## src/sacs_cfg.svh

```systemverilog
`ifndef SACS_CFG_SVH
`define SACS_CFG_SVH
// ----------------------------------------
// Frame geometry
// ----------------------------------------
`define SACS_FRAME_16 5'd16
`define SACS_FRAME_14 5'd14
`define SACS_FRAME_12 5'd12
`define SACS_HOLD_EDGE 5'd3
`define SACS_LEAD_ZEROS 4
`define SACS_RES_W 12
`define SACS_SHIFT_W 16
`define SACS_CNT_W 5
// ----------------------------------------
// Host timing (ns and core_clk cycles)
// ----------------------------------------
`define SACS_CLK_NS 4
`define SACS_SCLK_HALF_NS 80
`define SACS_SCLK_HALF_CYC 6'd20
`define SACS_QUIET_NS 60
`define SACS_QUIET_CYC 6'd15
`define SACS_DIV_W 6
`endif

```

## src/sacs_pkg.sv

```systemverilog
package sacs_pkg;
  // Variant selection
  typedef enum logic [1:0] {
    SACS_VAR_16 = 2'h0,
    SACS_VAR_14 = 2'h1,
    SACS_VAR_12 = 2'h2
  } sacs_variant_t;
  // Device frame states, one-hot
  typedef enum logic [2:0] {
    SACS_DOWN = 3'h1,
    SACS_CONV = 3'h2,
    SACS_DONE = 3'h4
  } sacs_dev_state_t;
  // Host states, one-hot
  typedef enum logic [3:0] {
    SACS_H_IDLE = 4'h1,
    SACS_H_LOW = 4'h2,
    SACS_H_HIGH = 4'h4,
    SACS_H_QUIET = 4'h8
  } sacs_host_state_t;
endpackage

```

## src/sacs_link_if.sv

```systemverilog
`timescale 1ns/1ps
interface sacs_link_if;
  logic select_n; // Active-low frame select, host drives
  logic sclk; // Serial clock, host drives
  logic serial_result_out; // Result bit from device
  logic serial_result_oe; // High while device drives the line
  modport device (input select_n, input sclk, output serial_result_out,
    output serial_result_oe);
  modport host (output select_n, output sclk, input serial_result_out,
    input serial_result_oe);
endinterface

```

## src/sacs_device.sv

```systemverilog
`timescale 1ns/1ps
`include "sacs_cfg.svh"
// Summary of operation
// - Power down automatically after every conversion.
// - Select fall wakes part, starts tracking.
// - Select fall also starts the conversion.
// - Third clock falling edge returns to hold.
// - Wide variant ends on 16th edge.
// - Middle variant ends on 14th edge.
// - Narrow variant ends on 12th edge.
// - Early select rise forces immediate power-down.
// - Early rise aborts, output goes high-Z.
// - Abort window ends at variant's last edge.
// - Host should raise select after conversion.
// - Host runs one dummy conversion after power-up; sacs_host runs no dummy frame and waits for start.
// - Host waits quiet interval before next frame.
// - Duration equals cycle count times clock period.
// - Four zeros then result, MSB first.
// - Select fall gives first zero; falls shift.
// - Select fall enables the result output.
module sacs_device
  import sacs_pkg::*;
(
  input wire logic core_clk, // System clock
  input wire logic reset_n, // Async reset, active low
  sacs_link_if.device link, // Serial link
  input wire sacs_variant_t variant, // Frame length select
  input wire logic [`SACS_RES_W-1:0] sample_value, // Digitised input
  output logic powered_up, // Analog section awake
  output logic tracking, // Track-and-hold in track
  output logic frame_done // One-cycle pulse on full frame
);
  // ----------------------------------------
  // Pin synchronisers
  // ----------------------------------------
  logic [1:0] sel_sync_reg, sel_sync_next;
  logic [1:0] sclk_sync_reg, sclk_sync_next;
  logic sel_prev_reg, sel_prev_next;
  logic sclk_prev_reg, sclk_prev_next;

  // Two stages before any logic looks at the pins
  // Pins may move at any time relative to core_clk; the second
  // flop gives the first a full cycle to settle.
  // Cost: each link event is seen two core_clk edges late,
  // so every link half period must span several core_clk cycles.
  always_comb begin
    sel_sync_next = {sel_sync_reg[0], link.select_n};
    sclk_sync_next = {sclk_sync_reg[0], link.sclk};
    sel_prev_next = sel_sync_reg[1];
    sclk_prev_next = sclk_sync_reg[1];
  end

  always_ff @(posedge core_clk or negedge reset_n) begin
    if (!reset_n) begin
      // Idle pin levels, so no false edge follows reset
      sel_sync_reg <= 2'h3;
      sclk_sync_reg <= 2'h3;
      sel_prev_reg <= 1'b1;
      sclk_prev_reg <= 1'b1;
    end else begin
      sel_sync_reg <= sel_sync_next;
      sclk_sync_reg <= sclk_sync_next;
      sel_prev_reg <= sel_prev_next;
      sclk_prev_reg <= sclk_prev_next;
    end
  end

  // ----------------------------------------
  // Edge detection
  // ----------------------------------------
  // Edges come from the second stage and its delayed copy only;
  // the first stage is never read here.
  logic sel_fall, sel_high, sclk_fall;
  assign sel_fall = sel_prev_reg & ~sel_sync_reg[1];
  assign sel_high = sel_sync_reg[1];
  assign sclk_fall = sclk_prev_reg & ~sclk_sync_reg[1];

  // ----------------------------------------
  // Variant decode
  // ----------------------------------------
  // Frame length decode, shared by end-of-frame test
  // Unused code falls back to the widest frame
  function automatic logic [`SACS_CNT_W-1:0] frame_len(input sacs_variant_t v);
    case (v)
      SACS_VAR_14: frame_len = `SACS_FRAME_14;
      SACS_VAR_12: frame_len = `SACS_FRAME_12;
      default: frame_len = `SACS_FRAME_16;
    endcase
  endfunction

  // ----------------------------------------
  // Conversion sequencer
  // ----------------------------------------
  // Frame timeline, in link events:
  //   select fall: wake, track, drive first zero, clear count
  //   falls 1 and 2: second and third zero
  //   fall 3: track-and-hold back to hold
  //   later falls: result bits, MSB first
  //   fall N: release line, power down, pulse frame_done
  //   select rise before fall N: abort, release line
  // Limitation: a select pulse shorter than one core_clk cycle
  // may be lost in the synchroniser.

  sacs_dev_state_t state_reg, state_next;
  logic [`SACS_CNT_W-1:0] cnt_reg, cnt_next;
  logic [`SACS_SHIFT_W-1:0] shift_reg, shift_next;
  logic track_reg, track_next;
  logic oe_reg, oe_next;
  logic done_reg, done_next;
  logic [`SACS_SHIFT_W-1:0] frame_word;

  // Result left-aligned after leading zeros; narrow frames drop the low result bits
  always_comb begin
    frame_word = '0;
    frame_word[`SACS_SHIFT_W-`SACS_LEAD_ZEROS-1 -: `SACS_RES_W] = sample_value;
  end

  // Next-state logic; frame_done defaults low so it pulses once
  // Abort has priority over a clock fall seen in the same cycle
  always_comb begin
    state_next = state_reg;
    cnt_next = cnt_reg;
    shift_next = shift_reg;
    track_next = track_reg;
    oe_next = oe_reg;
    done_next = 1'b0;
    case (state_reg)
      SACS_DOWN: begin
        if (sel_fall) begin
          state_next = SACS_CONV;
          cnt_next = '0;
          track_next = 1'b1;
          oe_next = 1'b1;
          shift_next = frame_word;
        end
      end
      SACS_CONV: begin
        if (sel_high) begin
          // Abort mid-frame: power down and release the line
          state_next = SACS_DOWN;
          track_next = 1'b0;
          oe_next = 1'b0;
          shift_next = '0;
        end else if (sclk_fall) begin
          // Compares use the new count: this fall is edge cnt_reg+1
          cnt_next = cnt_reg + 1'b1;
          shift_next = {shift_reg[`SACS_SHIFT_W-2:0], 1'b0};
          if (cnt_reg + 1'b1 == `SACS_HOLD_EDGE) begin
            track_next = 1'b0;
          end
          if (cnt_reg + 1'b1 == frame_len(variant)) begin
            // Auto power-down on the last counted edge
            state_next = SACS_DONE;
            oe_next = 1'b0;
            track_next = 1'b0;
            shift_next = '0;
            done_next = 1'b1;
          end
        end
      end
      SACS_DONE: begin
        // Clock edges ignored until select rises
        if (sel_high) begin
          state_next = SACS_DOWN;
        end
      end
      default: begin
        state_next = SACS_DOWN;
        oe_next = 1'b0;
        track_next = 1'b0;
        shift_next = '0;
      end
    endcase
  end

  // Sequencer registers only; decisions sit in the block above
  always_ff @(posedge core_clk or negedge reset_n) begin
    if (!reset_n) begin
      state_reg <= SACS_DOWN;
      cnt_reg <= '0;
      shift_reg <= '0;
      track_reg <= 1'b0;
      oe_reg <= 1'b0;
      done_reg <= 1'b0;
    end else begin
      state_reg <= state_next;
      cnt_reg <= cnt_next;
      shift_reg <= shift_next;
      track_reg <= track_next;
      oe_reg <= oe_next;
      done_reg <= done_next;
    end
  end

  // ----------------------------------------
  // Outputs
  // ----------------------------------------
  // Shift word is cleared on release, so the line rests low;
  // a receiver that samples after release reads zeros.
  assign link.serial_result_out = shift_reg[`SACS_SHIFT_W-1];
  // Drive enable straight from its flop: no glitch on the pin
  assign link.serial_result_oe = oe_reg;
  // Awake only while a conversion runs
  assign powered_up = (state_reg == SACS_CONV);
  assign tracking = track_reg;
  assign frame_done = done_reg;
endmodule

```

## src/flat_wrapper.sv

```systemverilog
// flat-port wrapper written by rule: the top's interface ports become plain ports
module sacs_device_flat import sacs_pkg::*;
  (core_clk, reset_n, variant, sample_value, powered_up, tracking, frame_done, link_select_n, link_sclk, link_serial_result_out, link_serial_result_oe);
  sacs_link_if link_i ();
  input wire logic core_clk;
  input wire logic reset_n;
  input wire sacs_variant_t variant;
  input wire logic [`SACS_RES_W-1:0] sample_value;
  output logic powered_up;
  output logic tracking;
  output logic frame_done;
  input wire logic [$bits(link_i.select_n)-1:0] link_select_n;
  input wire logic [$bits(link_i.sclk)-1:0] link_sclk;
  output wire logic [$bits(link_i.serial_result_out)-1:0] link_serial_result_out;
  output wire logic [$bits(link_i.serial_result_oe)-1:0] link_serial_result_oe;
  assign link_i.select_n = link_select_n;
  assign link_i.sclk = link_sclk;
  assign link_serial_result_out = link_i.serial_result_out;
  assign link_serial_result_oe = link_i.serial_result_oe;
  sacs_device u_core (.core_clk(core_clk), .reset_n(reset_n), .link(link_i), .variant(variant), .sample_value(sample_value), .powered_up(powered_up), .tracking(tracking), .frame_done(frame_done));
endmodule
```

## config.mk

```make
export PLATFORM = sky130hd
export DESIGN_NAME = sacs_device_flat
export DESIGN_NICKNAME = d
export VERILOG_FILES = /design/src/sacs_pkg.sv /design/src/sacs_link_if.sv /design/src/sacs_device.sv /design/src/flat_wrapper.sv
export VERILOG_INCLUDE_DIRS = /design/src /design/src/src
export SDC_FILE = /design/constraint.sdc
export NUM_CORES = 1
export LEC_CHECK = 0
export ABC_CLOCK_PERIOD_IN_PS = 2650
export BUFFER_PORTS_ARGS = -buffer_cell sky130_fd_sc_hd__buf_2
export CAP_MARGIN = 5
export CORE_ASPECT_RATIO = 1.2
export CORE_MARGIN = 4
export CORE_UTILIZATION = 23
export DETAILED_ROUTE_END_ITERATION = 12
export PLACE_DENSITY = 0.45
export SYNTH_ARGS = -nofsm -noshare
export SYNTH_HDL_FRONTEND = slang
export SYNTH_SLANG_ARGS = --single-unit
export TNS_END_PERCENT = 5
```

## constraint.sdc

```tcl
create_clock -name core_clk -period 2.65 [get_ports core_clk]
set_input_delay 0.53 -clock core_clk [delete_from_list [all_inputs] [get_ports core_clk]]
set_output_delay 0.53 -clock core_clk [all_outputs]
set_load 0.01 [all_outputs]
```

# Yosys cells after proc, flatten, opt, wreduce, memory -nomap -nowiden
# Index checks and enable logic that the tools add are counted.
[totals] reg_bits=33 latchBits=0 mem_bits_rw=0 romBits=0 input_bits=18 out_inout_bits=5 elab_cells=69 memories=0
[classes] add_sub_neg=1 n_mul=0 div=0 magnitude_cmp=0 n_eq_ne=14 shifts=0 n_mux=33 bitwise_logic=5 n_reduce_logical=6
[op_table] op="$mux W16" n=4
[op_table] op="$pmux W16 S3" n=1
[op_table] op="$mux W5" n=6
[op_table] op="$pmux W5 S2" n=2
[op_table] op="$reduce_and A4 Y1" n=4
[op_table] op="$mux W3" n=5
[op_table] op="$mux W1" n=12
[op_table] op="$pmux W3 S3" n=1
[op_table] op="$ne A2 B1 Y1 const B" n=3
[op_table] op="$ne A3 B1 Y1 const B" n=2
[op_table] op="$pmux W1 S3" n=2
[op_table] op="$add A5 B1 Y5 const B" n=1
[op_table] op="$eq A5 B2 Y1 const B" n=1
[op_table] op="$eq A5 B5 Y1" n=1
[op_table] op="$ne A4 B1 Y1 const B" n=1
[op_table] op="$eq A3 B1 Y1 const B" n=1
[op_table] op="$eq A3 B2 Y1 const B" n=1
[op_table] op="$eq A3 B3 Y1 const B" n=1
[op_table] op="$not A1 Y1" n=3
[op_table] op="$reduce_and A3 Y1" n=1
[op_table] op="$and A1 B1 Y1" n=2
[op_table] op="$eq A2 B1 Y1 const B" n=1
[op_table] op="$eq A2 B2 Y1 const B" n=1
[op_table] op="$ne A2 B2 Y1 const B" n=1
[op_table] op="$reduce_bool A2 Y1" n=1

# Logic depth before layout (Yosys ltp)
[depth] word_depth=10 depth_mapped=8 depth_no_buf=6

# Least setup slack after synthesis
# Ideal clock, no wire load.
[synth_path] kind="input to register" startpoint="in variant[1]" endpoint="reg u_core.shift_reg[10]" setup_time_ns=0.126 t_arrival_ns=1.973 required_time_ns=2.524 slack_ns=0.551 path_stages=7 n_path_buf=1 cell_sequence="inv_1 ha_1 or3_1 o32ai_4 a21oi_2 buf_6 a221o_1"
[synth_via] elab_chain_len=10 word_cells_on_any_way=11 classes_between="eq/ne: 3; mux: 8"
[synth_lines] element="start: declaration" line_no="flat_wrapper.sv:7" text="input wire sacs_variant_t variant;"
[synth_lines] element="$eq A2 B2 Y1 or $eq A2 B1 Y1 (tied branches)" line_no="sacs_device.sv:84" text="case (v)"
[synth_lines] element="$pmux W5 S2 *" line_no="sacs_device.sv:84"
[synth_lines] element="$mux W5 *" line_no="sacs_device.sv:144" text="end else if (sclk_fall) begin"
[synth_lines] element="$mux W5 *" line_no="sacs_device.sv:138" text="if (sel_high) begin"
[synth_lines] element="$mux W5 *" line_no="sacs_device.sv:127" text="case (state_reg)"
[synth_lines] element="$eq A5 B5 Y1 *" line_no="sacs_device.sv:151" text="if (cnt_reg + 1'b1 == frame_len(variant)) begin"
[synth_lines] element="$mux W16 *" line_no="sacs_device.sv:151"
[synth_lines] element="$mux W16 *" line_no="sacs_device.sv:144"
[synth_lines] element="$mux W16 *" line_no="sacs_device.sv:138"
[synth_lines] element="$pmux W16 S3 *" line_no="sacs_device.sv:127"
[synth_lines] element="end signal: assignment" line_no="sacs_device.sv:188" text="shift_reg <= shift_next;"
[synth_lines] element="end: declaration" line_no="sacs_device.sv:106" text="logic [`SACS_SHIFT_W-1:0] shift_reg, shift_next;"
# Every way passes the cells marked *; elsewhere a longest branch is shown, timed or not. The select of a mux whose other input is x is not followed.
# A chain may end at the register's enable or synchronous reset.

# Worst setup path after layout
[layout_path] startpoint="reg u_core.cnt_reg[0]" endpoint="reg u_core.shift_reg[8]"
[layout_via] elab_chain_len=6
[layout_lines] element="start: declaration" line_no="sacs_device.sv:105" text="logic [`SACS_CNT_W-1:0] cnt_reg, cnt_next;"
[layout_lines] element="start signal: assignment" line_no="sacs_device.sv:187" text="cnt_reg <= cnt_next;"
[layout_lines] element="$add A5 B1 Y5" line_no="sacs_device.sv:151"
[layout_lines] element="$eq A5 B5 Y1" line_no="sacs_device.sv:151"
[layout_lines] element="$mux W16" line_no="sacs_device.sv:151"
[layout_lines] element="$mux W16" line_no="sacs_device.sv:144"
[layout_lines] element="$mux W16" line_no="sacs_device.sv:138"
[layout_lines] element="$pmux W16 S3" line_no="sacs_device.sv:127"
# Every way passes these cells. The select of a mux whose other input is x is not followed.

==> qor.yml <==
cts_buffers: 5
drive_gt1_share_pct: 28.9
rsz0062_at_grt: "no"
setup.worst_path.class: "flip-flop to flip-flop"
clk_pin_slew_worst_paths_ns: 0.07
report.final.slew_viol_count: 0
cp.arrival_ns: 2.43
gr-total-overflow: 0
cp_data_required_time_ns: 2.81
cp_slowest_stage_delay_ns: 0.45
grt_max_degree: 34
cp-end-kind: "flip-flop"
grt_pass1_vias: 1202
post-route-min-period_ns: 2.26
drc_errors: 0
cts_sinks: 33
synth_fp_nets: 167
via_per_inst: 4.37
antenna_found_initial: 0
fin_crit_sh_pct: 85.4
place_ws_ns: 0.368
routed_wl_microns: 3180
nNetsFinal: 193
met3_length_microns: 143
htree_levels: 2
synth-seq-cells: 33
grt_pass1_wl_microns: 5590
clk_latency_ns: 0.28
fin_setup_tns_ns: 0
path_max_fanout: 15
gp_congestion: 0.734
clk_path_buf_depth: 2
grt_usage_pct: 8.37
synth_top_cell_by_area: "dfrtp_1"
nFillCells: 691
core.rowCount: 32
wl_met1_microns: 1550
final-hold-violation-count: 0
peakVddDrop_mv: 0.305
drv_cap: 0
synthFlopType: "dfrtp_1"
cp.buffers_inverters: 1
crit_slowest_cell: "dfrtp_1"
power_per_cell_area_mw_per_mm2: 783
synth_top_cell_area_share_pct: 41.6
cts-root-buf: "clkbuf_8"
critPathTopFamily: "compound AO/OA/AOI/OAI gates"
clock_skew_ns: 0.00496
area_delta_synth_final_pct: 18.7
synth_edf_count: 0
setup_ws_ns: 0.386
finalNonFillerCells: 258
synthDistinctLibCells: 37
via_count: 1128
antenna_cells: 0
io_pins: 23
drtPass1Iterations: 4
die_area_sq_mm: 0.00819
syn_avg_cell_area_sq_um: 10.7
max_freq_ghz: 0.442
slew_headroom_pct: 51.1
cts_tree: "yes"
status: "complete, no violations"
yosys_warnings: 0
placed_cells: 250
r2r_slack_ns: 0.39
final_util_pct: 28.5
ant_nets: 0
placed_cell_area_sq_mm: 0.00177
ys_seq_area_share_pct: 53.4
syn_area_sq_mm: 0.00156
postCtsHoldBufs: 0
hp-class: "input pin to async pin"
cts_resized: 0
maxUsedRoutingLayer: "met4"
fp.dieH_microns: 98.3
leakage_nw: 0.821
startpoint_type: "flip-flop"
crit_chain: "ha_1 > nand3_1 > xor2_1 > o32ai_4 > a21oi_2 > buf_4 > a221o_1"
numPortBuffers: 22
worstMarginPinSlew_ns: 0.734
postSynthCellCount: 146
design.core.area_sq_mm: 0.00653
largest_reg_flops: 16
first_iter_violations: 59
wire_per_inst_microns: 12.3
synthArstFlopShare_pct: 100
wl_met2_microns: 1450
finish.instance_area_sq_mm: 0.00186
synth.area.top_cells: "dfrtp_1, dfstp_2, a221o_1"
cts_setup_buffers: 0
dp_hpwl_microns: 2260
initial_core_util_pct: 24.0
die-width_microns: 83.3
setup_violations: 0
==> cell usage in the layout (no fill, tap or decap) <==
| master | instances |
|---|---|
| nand4_1 | 1 |
| nand3b_1 | 2 |
| clkinv_2 | 2 |
| nand2_1 | 24 |
| ha_1 | 3 |
| nor2_2 | 1 |
| nor2_1 | 14 |
| xor2_1 | 2 |
| a21oi_2 | 1 |
| clkbuf_1 | 1 |
| a41oi_2 | 1 |
| xnor2_1 | 2 |
| buf_2 | 22 |
| dfrtp_1 | 26 |
| nand3_1 | 3 |
| nor3_2 | 1 |
| buf_4 | 4 |
| o211ai_1 | 1 |
| inv_1 | 3 |
| or3_1 | 2 |
| a41o_1 | 1 |
| a21bo_2 | 1 |
| nor3b_1 | 2 |
| or4b_2 | 1 |
| o21bai_1 | 1 |
| o21ai_1 | 8 |
| a22o_1 | 4 |
| nand2b_1 | 3 |
| clkbuf_8 | 5 |
| a221o_1 | 11 |
| inv_2 | 1 |
| nor2b_1 | 4 |
| nor4b_2 | 1 |
| dfstp_2 | 7 |
| a31o_1 | 1 |
| o22ai_2 | 1 |
| a21oi_1 | 4 |
| o32ai_4 | 1 |
==> per-stage QoR <==
| stage | power, mW | hold WS (ns) |
|---|---|---|
| after detailed placement | 1.12 | 0.347 |
| after global placement | 1.12 | 0.346 |
| final | 1.45 | 0.309 |
| after CTS | 1.49 | 0.333 |
| after floorplan | 0.977 | 0.234 |
| after global routing | 1.57 | 0.332 |
==> power breakdown <==
group / internal [mW] / leakage (nW) / total (mW) / switching [mW]
sequential: 0.617 / 0.418 / 0.695 / 0.0780
combinational: 0.179 / 0.358 / 0.403 / 0.223
clock: 0.182 / 0.0450 / 0.356 / 0.175
total: 0.978 / 0.821 / 1.45 / 0.476
==> path summary, 6_finish.rpt <==
kind	start	to	depth (start not counted)
min reg2reg	u_core.sel_sync_reg[0]	u_core.sel_sync_reg[1]	0
max	u_core.cnt_reg[0]	u_core.shift_reg[8]	7
min in group core_clk	link_select_n	u_core.sel_sync_reg[0]	1
max in group asynchronous	reset_n	u_core.cnt_reg[4]	1
min	reset_n	u_core.cnt_reg[0]	1
max reg2reg	u_core.cnt_reg[0]	u_core.shift_reg[8]	7
==> Yosys cell counts, types with 2 or more instances <==
| library cell | number |
|---|---|
| nand2_1 | 24 |
| nand3_1 | 3 |
| xnor2_1 | 2 |
| clkbuf_1 | 3 |
| nand3b_1 | 2 |
| a21oi_1 | 4 |
| dfrtp_1 | 26 |
| nand2b_1 | 3 |
| nor3b_1 | 2 |
| nor2b_1 | 4 |
| o21ai_1 | 8 |
| inv_1 | 3 |
| a22o_1 | 4 |
| or3_1 | 2 |
| xor2_1 | 2 |
| buf_4 | 2 |
| dfstp_2 | 7 |
| nor2_1 | 14 |
| a221o_1 | 11 |
| ha_1 | 3 |
==> cell families after synthesis <==
family / Yosys count / share of synthesized area, %
adders and majority gates: 3 / 2.40
buffers and inverters: 11 / 3.68
xor gates and xnor gates: 4 / 2.24
AOI/OAI and AO/OA: 36 / 19.7
and+or+nand+nor: 59 / 18.6
DFF: 33 / 53.4
==> metal layers <==
| metal | GRT usage [%] | vias up |
|---|---|---|
| li1 | - | 571 |
| met1 | 10.5 | 529 |
| met2 | 13.6 | 23 |
| met3 | 2.53 | 5 |
| met4 | 3.02 | 0 |
| met5 | 0 | - |
==> area by class of cell <==
cell class	instances	area, sq um	share of cell area (%)
Sequential cell	33	835	44.9
Timing Repair Buffer	26	140	7.55
Clock inverter	2	10.0	0.539
Inverter	4	15.0	0.809
Multi-Input combinational cell	102	678	36.5
Clock buffer	6	72.6	3.91
Tap cell	85	106	5.73
No activity file was read; power rests on OpenSTA's default activity.
